File: src/dsgsr_params.svh
`ifndef DSGSR_PARAMS_SVH
`define DSGSR_PARAMS_SVH

`define DSGSR_OFF_SRC0     12'h040
`define DSGSR_OFF_RCFG     12'h060
`define DSGSR_OFF_RCG2     12'h108
`define DSGSR_OFF_SCG2     12'h118
`define DSGSR_OFF_DCG2     12'h128

`define DSGSR_GATE_MASK    32'h0001201f
`define DSGSR_SRC0_MASK    32'h01010048
`define DSGSR_RCFG_MASK    32'h08000000

`define DSGSR_BIT_BUSCTL   16
`define DSGSR_BIT_DMA      13
`define DSGSR_BIT_PORT_E   4
`define DSGSR_BIT_PORT_A   0
`define DSGSR_BIT_CAN      24
`define DSGSR_BIT_CONV     16
`define DSGSR_BIT_HIBERNATE 6
`define DSGSR_BIT_WDOG     3
`define DSGSR_BIT_AUTO_GATE 27

`define DSGSR_RST_GATE     32'h00000000
`define DSGSR_RST_SRC0     32'h00000000
`define DSGSR_RST_RCFG     32'h00000000

`define DSGSR_HTRANS_NSEQ  2'h2

`endif

File: src/dsgsr_pkg.sv
package dsgsr_pkg;

  typedef enum logic [1:0] {
    DSGSR_MODE_RUN   = 2'h0,
    DSGSR_MODE_SLEEP = 2'h1,
    DSGSR_MODE_DEEP  = 2'h2
  } dsgsr_mode_t;

  typedef struct packed {
    logic        valid;
    logic        write;
    logic [11:0] addr;
  } dsgsr_aphase_t;

  typedef struct packed {
    logic [31:0] clk_en;
    logic [31:0] soft_rst;
  } dsgsr_ctrl_t;

endpackage : dsgsr_pkg

File: src/dsgsr_top.sv
`timescale 1ns/1ps
`include "dsgsr_params.svh"

// Operation
// Run, sleep, deep-sleep registers each gate units
// Gate bit one clocks unit, zero stops it
// Access to gated-off unit gives bus fault
// Deep-sleep gate register resets to zero
// Bus controller 16, DMA 13, ports 4..0
// Reserved bits read zero; software preserves them
// Sleep gating only with auto gating set
// Reset writes masked by capability bits
// CAN reset bit 24, converter bit 16
// Hibernate reset bit 6, watchdog bit 3
// Soft reset register resets to zero
// Reset bit one holds unit in reset
module dsgsr_top (
  input  wire logic        REF_CLK_I,
  input  wire logic        RESET_I,
  input  wire logic        HSEL_I,
  input  wire logic [31:0] HADDR_I,
  input  wire logic [1:0]  HTRANS_I,
  input  wire logic        HWRITE_I,
  input  wire logic [2:0]  HSIZE_I,
  input  wire logic [31:0] HWDATA_I,
  input  wire logic        HREADY_I,
  output logic             HREADYOUT_O,
  output logic             HRESP_O,
  output logic [31:0]      HRDATA_O,
  input  wire logic        SLEEP_I,
  input  wire logic        DEEP_SLEEP_I,
  input  wire logic [31:0] CAP_MASK_I,
  input  wire logic [31:0] UNIT_REQ_I,
  output logic [31:0]      UNIT_CLK_EN_O,
  output logic [31:0]      SOFT_RST_O,
  output logic             BUS_FAULT_O
);

  dsgsr_pkg::dsgsr_aphase_t aph_d;
  dsgsr_pkg::dsgsr_aphase_t aph_q;
  dsgsr_pkg::dsgsr_mode_t   mode;
  dsgsr_pkg::dsgsr_ctrl_t   ctrl;

  logic [31:0] rcg_q;
  logic [31:0] rcg_d;
  logic [31:0] scg_q;
  logic [31:0] scg_d;
  logic [31:0] dcg_q;
  logic [31:0] dcg_d;
  logic [31:0] src_q;
  logic [31:0] src_d;
  logic [31:0] rcfg_q;
  logic [31:0] rcfg_d;
  logic [31:0] gate_q;
  logic [31:0] gate_d;
  logic [31:0] rdata_q;
  logic [31:0] rdata_d;
  logic        fault_q;
  logic        fault_d;

  wire         auto_gate;
  wire         take;
  wire         dph_wr;
  wire         hit_rcg;
  wire         hit_scg;
  wire         hit_dcg;
  wire         hit_src;
  wire         hit_rcfg;
  wire         rd_rcg;
  wire         rd_scg;
  wire         rd_dcg;
  wire         rd_src;
  wire         rd_rcfg;
  wire [31:0]  wr_gate;
  wire [31:0]  wr_src;
  wire [31:0]  wr_rcfg;

  // Address phase is taken only when the previous transfer has finished.
  assign take = HSEL_I && HREADY_I && (HTRANS_I == `DSGSR_HTRANS_NSEQ);
  assign aph_d = '{valid: take,
                   write: HWRITE_I,
                   addr:  HADDR_I[11:0]};

  // Zero wait states; every answer is OKAY, unmapped words read zero.
  assign HREADYOUT_O = 1'b1;
  assign HRESP_O     = 1'b0;
  assign HRDATA_O    = rdata_q;

  assign dph_wr   = aph_q.valid && aph_q.write;
  assign hit_rcg  = aph_q.addr == `DSGSR_OFF_RCG2;
  assign hit_scg  = aph_q.addr == `DSGSR_OFF_SCG2;
  assign hit_dcg  = aph_q.addr == `DSGSR_OFF_DCG2;
  assign hit_src  = aph_q.addr == `DSGSR_OFF_SRC0;
  assign hit_rcfg = aph_q.addr == `DSGSR_OFF_RCFG;

  // Reserved bits are never stored, so they always read back as zero.
  assign wr_gate = HWDATA_I & `DSGSR_GATE_MASK;
  assign wr_src  = HWDATA_I & `DSGSR_SRC0_MASK;
  assign wr_rcfg = HWDATA_I & `DSGSR_RCFG_MASK;

  // Absent units keep their current soft reset bit instead of taking the write.
  assign src_d  = (dph_wr && hit_src) ?
                  ((src_q & ~CAP_MASK_I) | (wr_src & CAP_MASK_I)) : src_q;
  assign rcg_d  = (dph_wr && hit_rcg) ? wr_gate : rcg_q;
  assign scg_d  = (dph_wr && hit_scg) ? wr_gate : scg_q;
  assign dcg_d  = (dph_wr && hit_dcg) ? wr_gate : dcg_q;
  assign rcfg_d = (dph_wr && hit_rcfg) ? wr_rcfg : rcfg_q;

  assign rd_rcg  = HADDR_I[11:0] == `DSGSR_OFF_RCG2;
  assign rd_scg  = HADDR_I[11:0] == `DSGSR_OFF_SCG2;
  assign rd_dcg  = HADDR_I[11:0] == `DSGSR_OFF_DCG2;
  assign rd_src  = HADDR_I[11:0] == `DSGSR_OFF_SRC0;
  assign rd_rcfg = HADDR_I[11:0] == `DSGSR_OFF_RCFG;

  // Read data is fetched in the address phase so it leaves a flop.
  // A read directly behind a write to the same word would see the old value;
  // the bus here always idles between transfers, so no forwarding is kept.
  assign rdata_d = !(take && !HWRITE_I) ? 32'h00000000 :
                   rd_rcg  ? rcg_q  :
                   rd_scg  ? scg_q  :
                   rd_dcg  ? dcg_q  :
                   rd_src  ? src_q  :
                   rd_rcfg ? rcfg_q : 32'h00000000;

  assign auto_gate = rcfg_q[`DSGSR_BIT_AUTO_GATE];
  assign mode = DEEP_SLEEP_I ? dsgsr_pkg::DSGSR_MODE_DEEP :
                SLEEP_I      ? dsgsr_pkg::DSGSR_MODE_SLEEP :
                               dsgsr_pkg::DSGSR_MODE_RUN;

  // Without auto gating the run register stays in charge in every mode.
  always_comb begin
    unique case (mode)
      dsgsr_pkg::DSGSR_MODE_DEEP:  gate_d = auto_gate ? dcg_q : rcg_q;
      dsgsr_pkg::DSGSR_MODE_SLEEP: gate_d = auto_gate ? scg_q : rcg_q;
      dsgsr_pkg::DSGSR_MODE_RUN:   gate_d = rcg_q;
      default:                     gate_d = rcg_q;
    endcase
  end

  // Faults use the registered enables, so a request as a gate opens still faults.
  assign fault_d = |(UNIT_REQ_I & ~gate_q);

  always_ff @(posedge REF_CLK_I or posedge RESET_I) begin
    if (RESET_I) begin
      aph_q   <= '0;
      rdata_q <= 32'h00000000;
    end else begin
      aph_q   <= aph_d;
      rdata_q <= rdata_d;
    end
  end

  always_ff @(posedge REF_CLK_I or posedge RESET_I) begin
    if (RESET_I) begin
      rcg_q  <= `DSGSR_RST_GATE;
      scg_q  <= `DSGSR_RST_GATE;
      dcg_q  <= `DSGSR_RST_GATE;
      src_q  <= `DSGSR_RST_SRC0;
      rcfg_q <= `DSGSR_RST_RCFG;
    end else begin
      rcg_q  <= rcg_d;
      scg_q  <= scg_d;
      dcg_q  <= dcg_d;
      src_q  <= src_d;
      rcfg_q <= rcfg_d;
    end
  end

  always_ff @(posedge REF_CLK_I or posedge RESET_I) begin
    if (RESET_I) begin
      gate_q  <= `DSGSR_RST_GATE;
      fault_q <= 1'b0;
    end else begin
      gate_q  <= gate_d;
      fault_q <= fault_d;
    end
  end

  assign ctrl = '{clk_en:   gate_q,
                  soft_rst: src_q};
  assign UNIT_CLK_EN_O = ctrl.clk_en;
  assign SOFT_RST_O    = ctrl.soft_rst;
  assign BUS_FAULT_O   = fault_q;
endmodule : dsgsr_top

File: config.mk
export PLATFORM = sky130hd
export DESIGN_NAME = dsgsr_top
export DESIGN_NICKNAME = d
export VERILOG_FILES = /design/src/dsgsr_pkg.sv /design/src/dsgsr_top.sv
export VERILOG_INCLUDE_DIRS = /design/src
export SDC_FILE = /design/constraint.sdc
export NUM_CORES = 1
export LEC_CHECK = 0
export BUFFER_PORTS_ARGS = -buffer_cell sky130_fd_sc_hd__buf_4
export CAP_MARGIN = 30
export CORE_MARGIN = 2
export CORE_UTILIZATION = 44
export DETAILED_ROUTE_END_ITERATION = 10
export GPL_TIMING_DRIVEN = 0
export PLACE_DENSITY = 0.87
export SYNTH_ARGS = -nofsm -noshare
export SYNTH_HDL_FRONTEND = slang
export SYNTH_SLANG_ARGS = --single-unit
File: constraint.sdc
create_clock -name REF_CLK_I -period 4.6 [get_ports REF_CLK_I]
set_clock_uncertainty 0.2 [all_clocks]
set_input_delay 0.69 -clock REF_CLK_I [delete_from_list [all_inputs] [get_ports REF_CLK_I]]
set_output_delay 0.69 -clock REF_CLK_I [all_outputs]
set_load 0.01 [all_outputs]
==> results of run 1 <==
==> area by class of cell <==
type | count | share of cell area (%)
flip-flops and latches | 108 | 44.5
multi-input cells | 210 | 24.3
repair buffers | 166 | 20.8
plain buffers | 38 | 4.26
well taps | 133 | 2.74
clock buffers | 10 | 2.26
clock inverters | 6 | 0.782
inverters | 6 | 0.412
==> worst max-delay path by stage <==
stage | startpoint | endpoint
floorplan | RESET_I | BUS_FAULT_O$_DFF_PP0_
global placement | RESET_I | SOFT_RST_O[22]$_DFFE_PP0P_
detailed placement | HADDR_I[6] | HRDATA_O[1]$_DFF_PP0_
CTS | HADDR_I[6] | HRDATA_O[1]$_DFF_PP0_
global route | HADDR_I[6] | HRDATA_O[1]$_DFF_PP0_
finish | HADDR_I[6] | HRDATA_O[1]$_DFF_PP0_
==> stage by stage <==
stage               utilization [%]  cells  hold slack, ns
floorplan                         -    362           0.297
global placement               60.6    660           0.284
detailed placement             60.9    661           0.290
CTS                            62.8    677           0.213
global route                   62.8    677           0.218
finish                         62.8    677           0.195
==> sequential cells by signal (all words and copies together) (netlist names), named ones only <==
register       flops
rcfg_q             1
SOFT_RST_O        28
aph_q             14
scg_q              7
UNIT_CLK_EN_O      7
BUS_FAULT_O        1
dcg_q              7
HRDATA_O          32
rcg_q              7
==> cells by family (layout without fill, tap and decap cells) <==
family	count (synthesis)	count (layout)	share of synthesized area (%)
compound gates	68	68	11.5
buf+inv	44	226	6.45
flops	108	108	61.9
mux	27	27	7.54
other cells	2	27	0.172
simple gates	88	88	12.5
==> worst reg2reg max path, cell delays in order (launching register included) <==
cell and delay (ns):
dfrtp_1 0.40, or4b_2 0.73, nor4_4 0.38, buf_6 0.20
nand2_1 0.08, mux2_1 0.31
==> cells in the final DEF, fill, tap and decap left out, types with 2 or more instances in the layout <==
cell,n
a2111oi_0,5
a21boi_0,28
a21o_1,2
a21oi_1,6
a22o_1,12
a31oi_1,2
and2_1,24
and4b_1,2
buf_4,192
buf_6,2
clkbuf_1,9
clkbuf_8,10
clkinvlp_4,3
conb_1,27
dfrtp_1,108
inv_1,5
mux2_2,18
mux2_4,7
nand2_1,15
nand4_1,2
nor2_1,11
nor2b_1,5
nor3_1,5
nor3b_1,2
nor4_1,7
o21ai_0,6
o221ai_1,3
or4_4,2
or4bb_1,2
==> per-layer routing <==
metal / share of wire [%] / vias up
met3: 8.8 / 32
met1: 35 / 1644
met5: 0 / -
met2: 52 / 184
met4: 3.8 / 0
li1: - / 1533
==> power by group through the flow <==
| stage | Sequential, mW | Clock [mW] | Combinational, mW |
|---|---|---|---|
| 4_1_cts | 0.980 | 0.553 | 0.163 |
| 5_1_grt | 0.982 | 0.585 | 0.178 |
| 3_5_place_dp | 0.998 | 0 | 0.162 |
| 6_report | 0.980 | 0.538 | 0.163 |
| 3_3_place_gp | 0.997 | 0 | 0.154 |
| 2_1_floorplan | 0.996 | 0 | 0.0734 |
==> metrics, run 1 <==
status complete, no violations; port bufs 165; Reg2Reg Launch Point aph_q[3]$_DFF_PP0_; clock power share 32.0%; largest net degree at the start of global routing 63; Die Area 10,700 um^2; dpl hpwl 8770 um; Vias/cell around 5.0; critical path depth in cells 5; Rows 36; sw frac 24.1%; Sw Pwr 405 uW; antenna-violating nets left 0; drt wl/cell between 15 and 20 um; Synth area leader dfrtp_1; # fillers 729; CTS tree done; flip-flop and latch count after synthesis 108; Post-Syn Area 4370 um^2; HP Class input port to async pin; Synth Flop Type dfrtp_1; Finish-stage setup viols 0; sequential area share after synthesis 61.9%; worst setup path class input port to flip-flop; final hold vios 0; Async SR Flop Fraction 100%; met3 usage 7.61%; Clock Latency Late Sink 0.36 ns; DR vias 3,393; residual DRC count 0; All-Layer GR Usage between 20% and 30%; clock slew at reported path FFs 0.10 ns; WP buf/inv 1; Power Total around 1.7 mW; I/O pin count 239; setup TNS 0 ns; Flop pwr share 58.3%; placed cell areas 5890 um^2; fin crit period 2.79 ns; actual slew at the worst max-slew pin 1.08 ns; Ant. Diodes 0; PwrDens between 200 and 300 nW/um^2; total wire length 11,400 um; slowest CP cell nor3b_1; Setup crit start kind input port; Post-Syn Instances roughly 340; fin crit share 60.8%; H-tree Lvls 3; worst vdd ir 187 uV; Leakage 3.10 nW; R2R setup slack 2.20 ns; Avg Inst Size Synth between 10 and 15 um^2; most instantiated cells after synthesis 108 x dfrtp_1, 28 x a21boi_0, 27 x buf_4; synth top area cells dfrtp_1 62%, a21boi_0 4.8%, buf_4 4.6%; most common cell in the netlist dfrtp_1; total clock buffers created by CTS 9; critical path, cell by cell buf_4, and3b_1, nor3b_1, nand2_1, a2111oi_0; post-synthesis cell type count 44; Worst EP arrival 2.78 ns; Max-slew headroom 27.7%; Final GP Congestion 0.830; CP required 4.59 ns; Worst Path Max Fanout 7; worst setup margin around 1.8 ns; Max Freq around 0.36 GHz; antenna violations before repair 0; number of synthesized flops with an enable pin 0; Post-CTS Hold Fix Bufs 0; Layout area overhead 39.3%; GR peak layer met2; post-cts sizing count 0; top-area cell type share of the netlist area 61.9%; Die Ht between 100 and 150 um; Logic pwr share roughly 9.7%; Clock Path Buffers 2; Core Region 9680 um^2; # Max-Cap Violations 0; clock sinks 108; RSZ-0062 raised after global routing false; Max stage delay on crit path 0.88 ns; Net count, final a little under 700; Int Power 1.28 mW; flip-flop and latch area 2700 um^2; Final Cell Area ~6100 um^2; multi-input logic area 1480 um^2; iteration-0 DRC count of the detailed router 129; first-pass GRT wire length 18,200 um; layout cell share with drive strength beyond 1 44.7%; worst r2r path cells 5; Setup WS pre-CTS between 1.5 and 2 ns; total gr overflow 0; drt first pass iters 4; Yosys warning count 0; CP top delay family simple AND/OR/NAND/NOR gates; Die X 104 um; Setup Fix Bufs, Post-CTS 0; vias in the first global route between 3,000 and 4,000; Max Slew Vio Count 0; Initial Util roughly 45%; crit end category flip-flop; met2 usage 38.2%; root buf cell clkbuf_8; met1 GRT Util 22.7%
(Power assumes the default switching activity.)
==> run 2: changes to the inputs <==
clock period = 2.7 ns   (was 4.6 ns; I/O delays follow)
==> run 2 against run 1 <==
Net effect: die area unchanged; design area is 3.0% higher; critical path type unchanged; clock power is 75% higher; via count rose by 0.85%; worst hold slack worse by 0.19 ns.
==> metrics, run 2 (synthesis results as in run 1) <==
max reg flops 32 (unchanged); Net count, final 695 (+2.4%); iteration-0 DRC count of the detailed router 121 (-6.2%); WP buf/inv 2 (+1); Layout area overhead 43.4%; Clock Path Buffers 2 (unchanged); # placed instances 662 (+0.15%); clock slew at reported path FFs 0.12 ns (+0.02 ns); uppermost layer routed met4; Routed met2 length 6080 um (+2.8%); Setup WS pre-CTS 0.0466 ns (-1.49 ns); largest net degree at the start of global routing 43 (-32%); critical path, cell by cell dlygate4sd3_1, buf_4, nor3b_1, nand2_1, a2111oi_1; fin crit period 2.63 ns; dpl hpwl 8810 um (+0.43%); setup TNS 0 ns (unchanged); Finish-stage setup viols 0 (unchanged); Final Cell Area 6260 um^2 (+3.0%); CTS tree done; Vias/cell 4.93 (-1.6%); fin crit share a little over nine tenths; port bufs 165 (unchanged); clock sinks 108 (unchanged); placed cell areas 5910 um^2 (+0.23%); H-tree Lvls 3 (unchanged); Setup Fix Bufs, Post-CTS 0 (unchanged); HP Class input port to flip-flop; Power Total 2.91 mW (+73%); Max stage delay on crit path 0.73 ns (-0.15 ns); Initial Util 45.1% (unchanged); antenna-violating nets left 0 (unchanged); Setup crit start kind input port; worst vdd ir 302 uV (+62%); Die Ht 104 um (unchanged); sw frac 25.0% (+0.95 points); CP required 2.70 ns (-1.89 ns); status complete, no violations; met3 routed WL 873 um (-13%); actual slew at the worst max-slew pin 0.940 ns (-0.142 ns); PwrDens 465 nW/um^2 (+68%); final cell count without fillers 694 (+2.5%); total clock buffers created by CTS 9 (unchanged); worst setup path class input port to flip-flop; M1 wire length 4330 um (+7.5%); Int Power 2.18 mW (+71%); drt first pass iters 4 (unchanged); slowest CP cell nor3b_1; root buf cell clkbuf_8; Core Region 9680 um^2 (unchanged); drt wl/cell 16.7 um (-0.70%); residual DRC count 0 (unchanged); layout cell share with drive strength beyond 1 43.8% (-0.92 points); commonest non-fill, non-tap cell in the layout buf_4; crit end category flip-flop; Die X 104 um (unchanged); I/O pin count 239 (unchanged); Logic pwr share 10.3% (+0.6 points); worst setup margin 0.0678 ns (-1.74 ns); worst hold slack 0.00378 ns (-0.191 ns); vias in the first global route 3,600 (-0.30%); Rows 36 (unchanged); total gr overflow 0 (unchanged); Worst EP arrival 2.63 ns (-0.15 ns); CP top delay family simple AND/OR/NAND/NOR gates; Leakage 3.17 nW (+2.4%); # Max-Cap Violations 0 (unchanged); Final GP Congestion 0.826 (-0.51%); DR vias 3,422 (+0.85%); most frequent cells in the layout 192 x buf_4, 108 x dfrtp_1, 28 x a21boi_0, 27 x conb_1, 24 x and2_1; Max Freq approximately 0.38 GHz; All-Layer GR Usage 21.9% (+0.33 points); total wire length 11,600 um (+1.8%); Clock Latency Late Sink 0.36 ns (about the same); Flop pwr share 57.3% (-1.0 points); Max-slew headroom 37.2% (+9.5 points); first-pass GRT wire length 18,700 um (+3.0%); final core occ 64.7% (+1.9 points); Worst Path Max Fanout 7 (unchanged); Die Area 10,700 um^2 (unchanged); Sw Pwr 729 uW (+80%); Max Slew Vio Count 0 (unchanged); final hold vios 0 (unchanged); clock power share 32.4% (+0.4 points); antenna violations before repair 1 (+1)
[run 2: routing by layer]
metal  GRT usage, %  vias to the layer above
met3           5.41                       20
met1           25.1                     1654
li1               -                     1578
met2           39.2                      170
met5              0                        -
met4           8.59                        0
[run 2: area by class of cell]
class | count | area (um^2)
Clock inverter | 7 | 68.8
Multi-Input combinational cell | 210 | 1480
Clock buffer | 9 | 124
Buffer | 38 | 259
Sequential cell | 108 | 2700
Fill cell | 701 | 3420
Antenna cell | 1 | 2.50
Timing Repair Buffer | 182 | 1430
Tap cell | 133 | 166
Inverter | 6 | 26.3
[run 2: repair_timing]
| item | 4_1_cts | 5_1_grt |
|---|---|---|
| hold buffers | 13 | 2 |
| hold endpoints to repair | 13 | 2 |
| endpoints found under the setup margin | 0 | 12 |
| resized for setup | 0 | 2 |
[run 2: final timing paths]
| path | startpoint | cells past startpoint | to | slack, ns |
|---|---|---|---|---|
| worst min-delay path | CAP_MASK_I[14] | 2 | SOFT_RST_O[14]$_DFFE_PP0P_ | 0.004 |
| min in group asynchronous | RESET_I | 2 | aph_q[11]$_DFF_PP0_ | 0.03 |
| worst max-delay path | HADDR_I[7] | 5 | HRDATA_O[1]$_DFF_PP0_ | 0.07 |
| worst max register to register | aph_q[3]$_DFF_PP0_ | 5 | flip-flop | 0.25 |
| max in group asynchronous | RESET_I | 3 | scg_q[13]$_DFFE_PP0P_ | 1.59 |
| worst min register to register | SOFT_RST_O[26]$_DFFE_PP0P_ | 1 | HRDATA_O[26]$_DFF_PP0_ | 0.30 |
[run 2: worst reg2reg max path, stage by stage (launching register included)]
cell and delay, ns:
dfrtp_1 0.40, or4b_2 0.73, nor4_4 0.42, buf_6 0.21, nand2_1 0.07, mux2_1 0.30
[run 2: power groups by stage]
stage	clock network [mW]	registers [mW]	logic, mW
floorplan	0	1.70	0.125
global placement	0	1.70	0.263
detailed placement	0	1.70	0.279
CTS	0.965	1.67	0.295
global route	1.02	1.67	0.328
finish	0.944	1.67	0.299
==> run 3: changes to the inputs <==
clock period = 2.76 ns   (was 2.7 ns; I/O delays follow)
==> run 3 against run 2 <==
Net effect: combinational power shrank 3%; register-to-register slack improved by 0.07 ns; sequential cell count unchanged; critical endpoint unchanged.
==> metrics, run 3 (synthesis results as in run 1) <==
total wire length 11,500 um (-0.59%); most frequent cells in the layout 192 x buf_4, 108 x dfrtp_1, 28 x a21boi_0, 27 x conb_1, 24 x and2_1; Final GP Congestion 0.826 (unchanged); slowest CP cell a2111oi_1; vias in the first global route 3,583 (-0.47%); worst setup margin 0.157 ns (+0.0891 ns); Worst Path Max Fanout 10 (+3); RSZ-0062 raised after global routing false; fin crit share 94.3%; H-tree Lvls 3 (unchanged); Setup crit start kind input port; Die Area 10,700 um^2 (unchanged); Worst EP arrival 2.60 ns (-0.03 ns); Vias/cell 4.95 (+0.44%); Initial Util 45.1% (unchanged); residual DRC count 0 (unchanged); setup TNS 0 ns (unchanged); commonest non-fill, non-tap cell in the layout buf_4; clock slew at reported path FFs 0.12 ns (about the same); # Max-Cap Violations 0 (unchanged); Finish-stage setup viols 0 (unchanged); Max stage delay on crit path 0.57 ns (-0.16 ns); Max Freq 0.384 GHz; Setup WS pre-CTS 0.0976 ns (+0.0510 ns); Core Region 9680 um^2 (unchanged); Die Ht 104 um (unchanged); CP required 2.76 ns (+0.06 ns); Net count, final 693 (-0.29%); clock sinks 108 (unchanged); worst setup path class input port to flip-flop; # placed instances 662 (unchanged); final hold vios 0 (unchanged); critical path, cell by cell dlygate4sd3_1, buf_4, clkbuf_1, nor3b_1, nand4_1, o21ai_0, a2111oi_1; antenna violations before repair 1 (unchanged); Setup Fix Bufs, Post-CTS 0 (unchanged); # fillers 709 (+1.1%); CTS tree done; drt wl/cell 16.6 um (-0.30%); Max Slew Vio Count 0 (unchanged); Max-slew headroom 37.2% (about the same); port bufs 165 (unchanged); Clock Path Buffers 2 (unchanged); fin crit period roughly 2.6 ns; actual slew at the worst max-slew pin 0.940 ns (+0.0000874 ns); largest net degree at the start of global routing 43 (unchanged); crit end category flip-flop; WP buf/inv 3 (+1); final cell count without fillers 692 (-0.29%); PwrDens 456 nW/um^2 (-2.0%); Die X 104 um (unchanged); All-Layer GR Usage 21.8% (-0.079 points); total clock buffers created by CTS 9 (unchanged); first-pass GRT wire length 18,600 um (-0.37%); HP Class input port to flip-flop; max reg flops 32 (unchanged); worst vdd ir 293 uV (-2.9%); Clock Latency Late Sink 0.36 ns (about the same); dpl hpwl 8810 um (unchanged); R2R setup slack 0.32 ns (+0.07 ns); antenna-violating nets left 0 (unchanged); CP top delay family buffers and inverters; DR vias 3,427 (+0.15%); Leakage 3.16 nW (-0.26%); iteration-0 DRC count of the detailed router 135 (+12%); drt first pass iters 4 (unchanged); placed cell areas 5910 um^2 (unchanged); root buf cell clkbuf_8; Rows 36 (unchanged); total gr overflow 0 (unchanged); final core occ 64.4% (-0.21 points); I/O pin count 239 (unchanged); Layout area overhead 43.0%; Final Cell Area 6240 um^2 (-0.32%); layout cell share with drive strength beyond 1 43.9% (+0.16 points); status complete, no violations
[run 3: changes by cell type in the layout (fill, tap and decap cells not counted)]
cell,delta
dlygate4sd3_1,-2
[run 3: cell type report]
cell class	count	area [um^2]	share of cell area [%]
diodes	1	2.50	0.0401
plain buffers	38	259	4.15
clock buffers	9	124	1.98
clock inverters	7	68.8	1.10
inverters	6	26.3	0.421
multi-input cells	210	1480	23.8
flip-flops and latches	108	2700	43.3
well taps	133	166	2.67
repair buffers	180	1410	22.6
[run 3: worst register-to-register path, cell delays in order, from the launching register on]
cell and delay (ns):
dfrtp_1 0.40, or4b_2 0.73, nor4_4 0.41, buf_6 0.21, nand2_1 0.07, mux2_1 0.30
[run 3: worst paths after layout]
| path | from | end | cells after the start |
|---|---|---|---|
| max | HADDR_I[5] | HRDATA_O[1]$_DFF_PP0_ | 7 |
| min | CAP_MASK_I[14] | SOFT_RST_O[14]$_DFFE_PP0P_ | 2 |
| max reg2reg | aph_q[3]$_DFF_PP0_ | flip-flop | 5 |
| min reg2reg | SOFT_RST_O[26]$_DFFE_PP0P_ | HRDATA_O[26]$_DFF_PP0_ | 1 |
| max in group asynchronous | RESET_I | scg_q[13]$_DFFE_PP0P_ | 3 |
| min in group asynchronous | RESET_I | aph_q[1]$_DFF_PP0_ | 2 |
[run 3: what timing repair did]
action,in CTS,in global routing
gates resized for setup,0,2
hold buffers,11,2
hold endpoints to repair,11,2
endpoints found under the setup margin,0,12
[run 3: where the power goes]
part           internal (mW)  total (mW)  leakage [nW]  switching, mW
Clock                  0.352       0.922        0.0964          0.570
Combinational          0.169       0.290          1.66          0.121
Sequential              1.61        1.63          1.41         0.0212
Total                   2.13        2.85          3.16          0.712
[run 3: routing by layer]
| layer | part of all wire [%] | GRT usage [%] | vias up |
|---|---|---|---|
| met3 | 7.9 | 5.41 | 19 |
| met5 | 0 | 0 | - |
| met2 | 53 | 39.3 | 169 |
| met4 | 2.3 | 8.20 | 0 |
| met1 | 37 | 25.0 | 1665 |
| li1 | - | - | 1574 |
[run 3: stage by stage]
step | hold WS [ns] | power [mW]
final | 0.0134 | 2.85
after global routing | 0.00297 | 2.95
after CTS | 0.00428 | 2.86
after detailed placement | 0.287 | 1.94
after global placement | 0.284 | 1.92
after floorplan | 0.245 | 1.78
